### src/modem_lines_pkg.sv
// constants and carrier types for the serial modem-control line logic
package modem_lines_pkg;

  // carrier-detect policy codes
  localparam logic [2:0] DCD_ALWAYS = 3'h0;
  localparam logic [2:0] DCD_SYNC_IDLE = 3'h1;
  localparam logic [2:0] DCD_SYNC_BUSY = 3'h4;

  // terminal-ready policy codes
  localparam logic [1:0] DTR_IGNORE = 2'h0;
  localparam logic [1:0] DTR_DROP = 2'h2;

  // flow-control setting codes
  localparam logic [1:0] FLOW_NONE = 2'h0;
  localparam logic [1:0] FLOW_RS485 = 2'h1;
  localparam logic [1:0] FLOW_RTS_CTS = 2'h3;

  // data-set-ready policy codes
  localparam logic DSR_ALWAYS = 1'h0;
  localparam logic DSR_BY_MODE = 1'h1;

  // line interface selection: 0 is rs232, 1 to 3 are rs485 variants
  localparam logic [1:0] IFACE_RS232 = 2'h0;

  // electrical level of the dsr pin
  localparam logic DSR_ON_LEVEL = 1'h0;
  localparam logic DSR_OFF_LEVEL = 1'h1;

  // values held during and right after reset
  localparam logic RST_DCD_ON = 1'h0;
  localparam logic RST_DSR_LEVEL = DSR_OFF_LEVEL;
  localparam logic RST_CTS = 1'h0;
  localparam logic RST_TX_ALLOWED = 1'h0;
  localparam logic RST_PULSE = 1'h0;
  localparam logic RST_CFG_ERROR = 1'h0;
  localparam logic RST_FORCED = 1'h0;
  localparam logic RST_SYNC = 1'h0;

  typedef enum logic {
    MODE_COMMAND,
    MODE_DATA
  } mode_t;

  typedef struct packed {
    logic [2:0] dcd_policy;
    logic [1:0] dtr_policy;
    logic [1:0] flow_control;
    logic dsr_policy;
    logic [1:0] line_interface_select;
  } line_cfg_t;

  typedef struct packed {
    logic hopping_operation;
    logic narrowband_operation;
    logic synced;
    logic channel_busy;
  } radio_status_t;

  typedef struct packed {
    logic dcd_on;
    logic dsr_level;
    logic cts;
  } line_pins_t;

endpackage : modem_lines_pkg

### src/serial_modem_control_lines.sv
// modem-control lines of the serial data port: dcd, dsr, cts, dtr handling
`timescale 1ns/100ps
module serial_modem_control_lines (
  input wire logic clock_i,
  input wire logic nrst_i,
  input wire modem_lines_pkg::line_cfg_t cfg_i,
  input wire modem_lines_pkg::radio_status_t radio_i,
  input wire logic dtr_asserted_i,
  input wire logic rts_i,
  input wire logic tx_active_i,
  input wire logic rx_space_i,
  input wire logic enter_data_i,
  input wire logic enter_command_i,
  output modem_lines_pkg::line_pins_t pins_o,
  output logic tx_allowed_o,
  output logic data_mode_o,
  output logic drop_link_o,
  output logic data_refused_o,
  output logic cfg_error_o
);
  import modem_lines_pkg::*;

  // rs485 variants are every interface code other than rs232
  function automatic logic is_rs485(input logic [1:0] iface);
    is_rs485 = (iface != IFACE_RS232);
  endfunction : is_rs485

  // carrier-detect decision for a policy and the radio status
  function automatic logic dcd_wanted(input logic [2:0] policy,
                                      input radio_status_t st);
    logic radio_ok;
    radio_ok = 1'b0;
    if (st.hopping_operation) begin
      radio_ok = st.synced;
    end else if (st.narrowband_operation) begin
      radio_ok = (policy == DCD_SYNC_BUSY) ? st.channel_busy : !st.channel_busy;
    end
    if ((policy == DCD_SYNC_IDLE) || (policy == DCD_SYNC_BUSY)) begin
      dcd_wanted = radio_ok;
    end else begin
      dcd_wanted = 1'b1;
    end
  endfunction : dcd_wanted

  // reset release through two flip-flops
  logic rst_n;
  sync2 u_rst_sync (
    .clock_i(clock_i),
    .nrst_i(nrst_i),
    .d_i(1'b1),
    .q_o(rst_n)
  );

  // dtr is brought into the clock domain and sampled once more
  logic dtr_sync;
  logic dtr_level;
  logic dtr_change;
  sync2 u_dtr_sync (
    .clock_i(clock_i),
    .nrst_i(rst_n),
    .d_i(dtr_asserted_i),
    .q_o(dtr_sync)
  );
  change_detect u_dtr_change (
    .clock_i(clock_i),
    .nrst_i(rst_n),
    .d_i(dtr_sync),
    .level_o(dtr_level),
    .change_o(dtr_change)
  );

  mode_t mode_ff;
  mode_t nxt_mode;
  logic forced_ff;
  logic nxt_forced;
  line_pins_t pins_ff;
  line_pins_t nxt_pins;
  logic tx_allowed_ff;
  logic nxt_tx_allowed;
  logic drop_link_ff;
  logic data_refused_ff;
  logic cfg_error_ff;
  logic nxt_cfg_error;
  logic data_mode_ff;

  // mode requests
  wire in_data = (mode_ff == MODE_DATA);
  wire dtr_drop_policy = (cfg_i.dtr_policy == DTR_DROP);
  // policy 0 (and undefined codes) never lets dtr act
  wire dtr_drop = in_data && dtr_drop_policy && dtr_change;
  // a forced drop blocks re-entry until dtr is seen asserted again
  wire data_blocked = forced_ff && !dtr_level;
  wire data_enter = !in_data && enter_data_i && !data_blocked;
  wire data_refuse = !in_data && enter_data_i && data_blocked;
  wire cmd_enter = in_data && (enter_command_i || dtr_drop);

  always_comb begin
    nxt_mode = mode_ff;
    unique case (mode_ff)
      MODE_COMMAND: begin
        if (data_enter) begin
          nxt_mode = MODE_DATA;
        end
      end
      MODE_DATA: begin
        if (cmd_enter) begin
          nxt_mode = MODE_COMMAND;
        end
      end
    endcase
  end

  // forced flag: set by a dtr drop, cleared by dtr asserted; set wins
  assign nxt_forced = dtr_drop || (forced_ff && !dtr_level);

  // dsr follows the mode being entered so it moves with data_mode_o
  wire nxt_in_data = (nxt_mode == MODE_DATA);
  wire dsr_by_mode = nxt_in_data ? DSR_ON_LEVEL : DSR_OFF_LEVEL;
  assign nxt_pins.dsr_level = (cfg_i.dsr_policy == DSR_BY_MODE) ?
                              dsr_by_mode : DSR_ON_LEVEL;

  assign nxt_pins.dcd_on = dcd_wanted(cfg_i.dcd_policy, radio_i);

  // flow control; no character path exists here, so only pins pace data
  wire flow_none = (cfg_i.flow_control == FLOW_NONE);
  wire flow_rs485 = (cfg_i.flow_control == FLOW_RS485);
  wire flow_hw = (cfg_i.flow_control == FLOW_RTS_CTS);
  wire cts_hw = rx_space_i;
  wire cts_rs485 = tx_active_i;
  assign nxt_pins.cts = flow_rs485 ? cts_rs485 : flow_hw ? cts_hw : 1'b1;
  // host rts alone gates our transmitter; in-band pacing is never honoured
  assign nxt_tx_allowed = flow_hw ? rts_i : 1'b1;

  // configuration consistency
  wire rs485_sel = is_rs485(cfg_i.line_interface_select);
  wire flow_bad_232 = !rs485_sel && !(flow_none || flow_hw);
  wire flow_bad_485 = rs485_sel && !flow_rs485;
  wire dcd_bad = !((cfg_i.dcd_policy == DCD_ALWAYS) ||
                   (cfg_i.dcd_policy == DCD_SYNC_IDLE) ||
                   (cfg_i.dcd_policy == DCD_SYNC_BUSY));
  wire dtr_bad = !((cfg_i.dtr_policy == DTR_IGNORE) || dtr_drop_policy);
  assign nxt_cfg_error = flow_bad_232 || flow_bad_485 || dcd_bad || dtr_bad;

  always_ff @(posedge clock_i or negedge rst_n) begin
    if (!rst_n) begin
      mode_ff <= MODE_COMMAND;
      forced_ff <= RST_FORCED;
    end else begin
      mode_ff <= nxt_mode;
      forced_ff <= nxt_forced;
    end
  end

  always_ff @(posedge clock_i or negedge rst_n) begin
    if (!rst_n) begin
      pins_ff <= '{dcd_on: RST_DCD_ON, dsr_level: RST_DSR_LEVEL, cts: RST_CTS};
      tx_allowed_ff <= RST_TX_ALLOWED;
      data_mode_ff <= 1'b0;
    end else begin
      pins_ff <= nxt_pins;
      tx_allowed_ff <= nxt_tx_allowed;
      // copy of the mode flop so the output leaves a register directly
      data_mode_ff <= nxt_in_data;
    end
  end

  always_ff @(posedge clock_i or negedge rst_n) begin
    if (!rst_n) begin
      drop_link_ff <= RST_PULSE;
      data_refused_ff <= RST_PULSE;
      cfg_error_ff <= RST_CFG_ERROR;
    end else begin
      drop_link_ff <= dtr_drop;
      data_refused_ff <= data_refuse;
      cfg_error_ff <= nxt_cfg_error;
    end
  end

  assign pins_o = pins_ff;
  assign tx_allowed_o = tx_allowed_ff;
  assign data_mode_o = data_mode_ff;
  assign drop_link_o = drop_link_ff;
  assign data_refused_o = data_refused_ff;
  assign cfg_error_o = cfg_error_ff;

endmodule : serial_modem_control_lines

### src/sync2.sv
// two flip-flop synchroniser for a single level
`timescale 1ns/100ps
module sync2 (
  input wire logic clock_i,
  input wire logic nrst_i,
  input wire logic d_i,
  output logic q_o
);
  import modem_lines_pkg::*;

  logic meta_ff;
  logic q_ff;

  // the first stage feeds only the second
  always_ff @(posedge clock_i or negedge nrst_i) begin
    if (!nrst_i) begin
      meta_ff <= RST_SYNC;
      q_ff <= RST_SYNC;
    end else begin
      meta_ff <= d_i;
      q_ff <= meta_ff;
    end
  end

  assign q_o = q_ff;

endmodule : sync2

### src/change_detect.sv
// registered sample of a synchronised level and its change strobe
`timescale 1ns/100ps
module change_detect (
  input wire logic clock_i,
  input wire logic nrst_i,
  input wire logic d_i,
  output logic level_o,
  output logic change_o
);
  import modem_lines_pkg::*;

  logic sample_ff;

  always_ff @(posedge clock_i or negedge nrst_i) begin
    if (!nrst_i) begin
      sample_ff <= RST_SYNC;
    end else begin
      sample_ff <= d_i;
    end
  end

  // both operands are registered, so the strobe is glitch-free
  assign change_o = d_i ^ sample_ff;
  assign level_o = sample_ff;

endmodule : change_detect

### config.mk
export PLATFORM = sky130hd
export DESIGN_NAME = serial_modem_control_lines
export DESIGN_NICKNAME = d
export VERILOG_FILES = /design/src/modem_lines_pkg.sv /design/src/serial_modem_control_lines.sv /design/src/sync2.sv /design/src/change_detect.sv
export SDC_FILE = /design/constraint.sdc
export NUM_CORES = 1
export LEC_CHECK = 0
export BUFFER_PORTS_ARGS = -buffer_cell sky130_fd_sc_hd__buf_2
export CELL_PAD_IN_SITES_DETAIL_PLACEMENT = 1
export CELL_PAD_IN_SITES_GLOBAL_PLACEMENT = 1
export CORE_UTILIZATION = 31
export CTS_CLUSTER_SIZE = 30
export DETAILED_ROUTE_END_ITERATION = 10
export GPL_TIMING_DRIVEN = 1
export PLACE_DENSITY_LB_ADDON = 0.3
export SLEW_MARGIN = 20
export SYNTH_ARGS = -nofsm -noshare
export SYNTH_HDL_FRONTEND = slang
export SYNTH_HIERARCHICAL = 1
export SYNTH_SLANG_ARGS = --single-unit
export TNS_END_PERCENT = 30
### constraint.sdc
create_clock -name clock_i -period 0.8 [get_ports clock_i]
set_input_delay 0.08 -clock clock_i [delete_from_list [all_inputs] [get_ports clock_i]]
set_output_delay 0.08 -clock clock_i [all_outputs]
set_load 0.005 [all_outputs]
==> flow_summary.yaml <==
yosys:
  ys_seq_area_frac: 0.647
  synth_seq_cells: 14
  synthAdderAreaFrac: 0.0461
  postSynthAreaPerCell_sq_um: 13.6
  synth_xor_area_frac: 0.0323
  synth_top_family_by_area: "simple AND/OR/NAND/NOR gates"
  synth_compound_area_frac: 0.0668
  syn-cell-area_sq_um: 543
  syn-instance-count: 40
  synth_fp_nets: 64
  synth_cell_types: 19
  ys_warn_count: 6
  yosys.area_share.simple: 0.180
  synth.mux.area_fraction: 0
clock_tree:
  clk_pin_slew_ns: 0.08
  htree_levels: 1
  numCtsBuffers: 3
  clock_sinks: 14
  clk_latency_ns: 0.28
  clock_path_buffers: 2
  cts_tree: "yes"
  clockRootBuffer: "clkbuf_4"
timing:
  slew_viol_final: 0
  hold_ws_ns: 0.0144
  max_freq_ghz: 0.965
  fin_crit_sh: 1.30
  min_period_ns: 1.04
  setup_ws_ns: -0.237
  fin_tns_setup_ns: -1.48
  grt_setup_unrepaired: "yes"
  clock_skew_ns: 0.00629
  hold_viol: 0
  setup_viol: 13
drt:
  drc: 1
  drt_pre_antenna_iters: 8
  num_vias: 465
  antenna_left: 0
  initialDrtViolationCount: 6
  via_per_inst: 4.70
  post_drt_wl_per_cell_um: 12.6
  wirelength_mm: 1.25
die:
  initial_core_util: 0.344
  die_y_um: 43.9
  die_w_um: 43.9
  ios: 30
  core_area_sq_um: 1580
  rows: 14
  die-area_sq_um: 1920
final_layout:
  drive_gt1_frac: 0.530
  layout_common_cells: "buf_2 (28), dfrtp_1 (13), buf_4 (6)"
  n_antenna_cell: 0
  final_area_sq_um: 850
  fill_cells: 190
  finalNonFillerCells: 99
  nNetsFinal: 108
  area_delta_synth_final_pct: 56.5
  fin_util: 0.539
  layout_commonest_cell: "buf_2"
worst_setup_path:
  worstRegToRegCells: 4
  cp.required_ns: 1.03
  r2r_start: "u_dtr_change/level_o"
  path_class: "flop to flop"
  r2r-end: "pins_o[1]"
  cp.arrival_ns: 1.26
  startpoint_type: "flop"
  reg2reg_slack_ns: -0.24
  crit_fanout: 2
  end_kind: "flop"
place:
  portBuffers: 29
  dpl_cell_area_sq_um: 746
  dpl_worst_slack_ns: -0.215
  place_hpwl_um: 937
  gp_congestion: 0.704
  dp_cells: 90
status:
  outcome: "complete, but fails checks"
  violations: "DRC, setup timing"
global_routing:
  grt_max_degree: 9
  track_usage: 0.152
  gr-total-overflow: 0
  grt_first_pass_wirelength_mm: 2.08
  grt_pass1_vias: 523
  antenna_found_initial: 0
pwr:
  p_leak_nw: 0.446
  power.density_nw_per_um2: 1830
  ir_worst_vdd_mv: 1.06
  power_mw: 1.55
run:
  max_cap_violations: 0
min_path:
  hp-class: "primary input to flop"
  min_to: "cfg_error_o"
  hold_path.startpoint: "cfg_i[0]"
  whs_path_depth: 2
-- per-layer routing --
layer	wire [um]	GRT usage	up-vias	part of all wire
met1	450	0.145	222	0.36
met4	0	0.0364	0	0
met5	0	0	-	0
li1	-	-	228	-
met2	734	0.287	15	0.59
met3	62	0.0750	0	0.050
-- how the worst max path moves through the flow --
stage                      to  cells after the start                  from  slack (ns)
floorplan           pins_o[1]                      4        u_dtr_sync/q_o       -0.16
global placement    pins_o[1]                      4        u_dtr_sync/q_o       -0.17
detailed placement  pins_o[1]                      4        u_dtr_sync/q_o       -0.21
CTS                 pins_o[1]                      4        u_dtr_sync/q_o       -0.23
global route        pins_o[1]                      4  u_dtr_change/level_o       -0.31
finish              pins_o[1]                      4  u_dtr_change/level_o       -0.24
-- what timing repair did --
item | CTS | global route
hold endpoints to repair | 4 | 0
gates resized for setup | 3 | 1
pin swaps | 0 | 3
setup endpoints to repair | 13 | 13
setup buffers | 1 | 1
hold buffers | 3 | 0
-- cells by family after synthesis --
group           Yosys count
simple gates             13
xor+xnor                  2
flops                    14
buf+inv                   3
fa+ha+maj                 2
compound gates            5
other cells               1
-- critical path, cell delays in order, from the launching register on --
cell	delay [ns]
dfrtp_1	0.40
xor2_1	0.19
nand4b_2	0.13
nand3b_1	0.11
and3_1	0.15
-- where the power goes --
part / leakage [nW] / switching (mW) / total, mW / internal, mW
registers: 0.161 / 0.0228 / 0.781 / 0.759
logic: 0.264 / 0.107 / 0.272 / 0.165
clock network: 0.0210 / 0.223 / 0.500 / 0.277
total: 0.446 / 0.353 / 1.55 / 1.20
-- cell type report --
| cell class | instances | area [sq um] | area share |
|---|---|---|---|
| flip-flops and latches | 14 | 352 | 0.414 |
| repair buffers | 39 | 238 | 0.280 |
| multi-input cells | 23 | 193 | 0.227 |
| clock buffers | 4 | 36.3 | 0.0427 |
| well taps | 16 | 20.0 | 0.0236 |
| inverters | 3 | 11.3 | 0.0133 |
-- synthesized netlist by cell type, drive strengths merged --
| master | count | area, sq um |
|---|---|---|
| nand3b | 2 | 15.0 |
| inv | 3 | 11.3 |
| o311ai | 1 | 8.76 |
| nor3b | 2 | 15.0 |
| nand3 | 1 | 5.00 |
| nand4b | 1 | 15.0 |
| dfstp | 1 | 26.3 |
| nand2 | 2 | 7.51 |
| ha | 2 | 25.0 |
| xor2 | 2 | 17.5 |
| o21bai | 1 | 7.51 |
| dfrtp | 13 | 325 |
| a211oi | 2 | 15.0 |
| nand2b | 2 | 12.5 |
| nor4bb | 1 | 10.0 |
| a21oi | 1 | 5.00 |
| nand4bb | 1 | 11.3 |
| conb | 1 | 3.75 |
| and3 | 1 | 6.26 |
-- registers in the layout, indices dropped and copies added, names as in the netlist --
name,cells
cfg_error_o,1
data_mode_o,1
data_refused_o,1
drop_link_o,1
forced_ff,1
pins_o,3
tx_allowed_o,1
u_dtr_change/level_o,1
u_dtr_sync/meta_ff,1
u_dtr_sync/q_o,1
u_rst_sync/meta_ff,1
u_rst_sync/q_o,1
No activity file was read; power rests on OpenSTA's default activity.
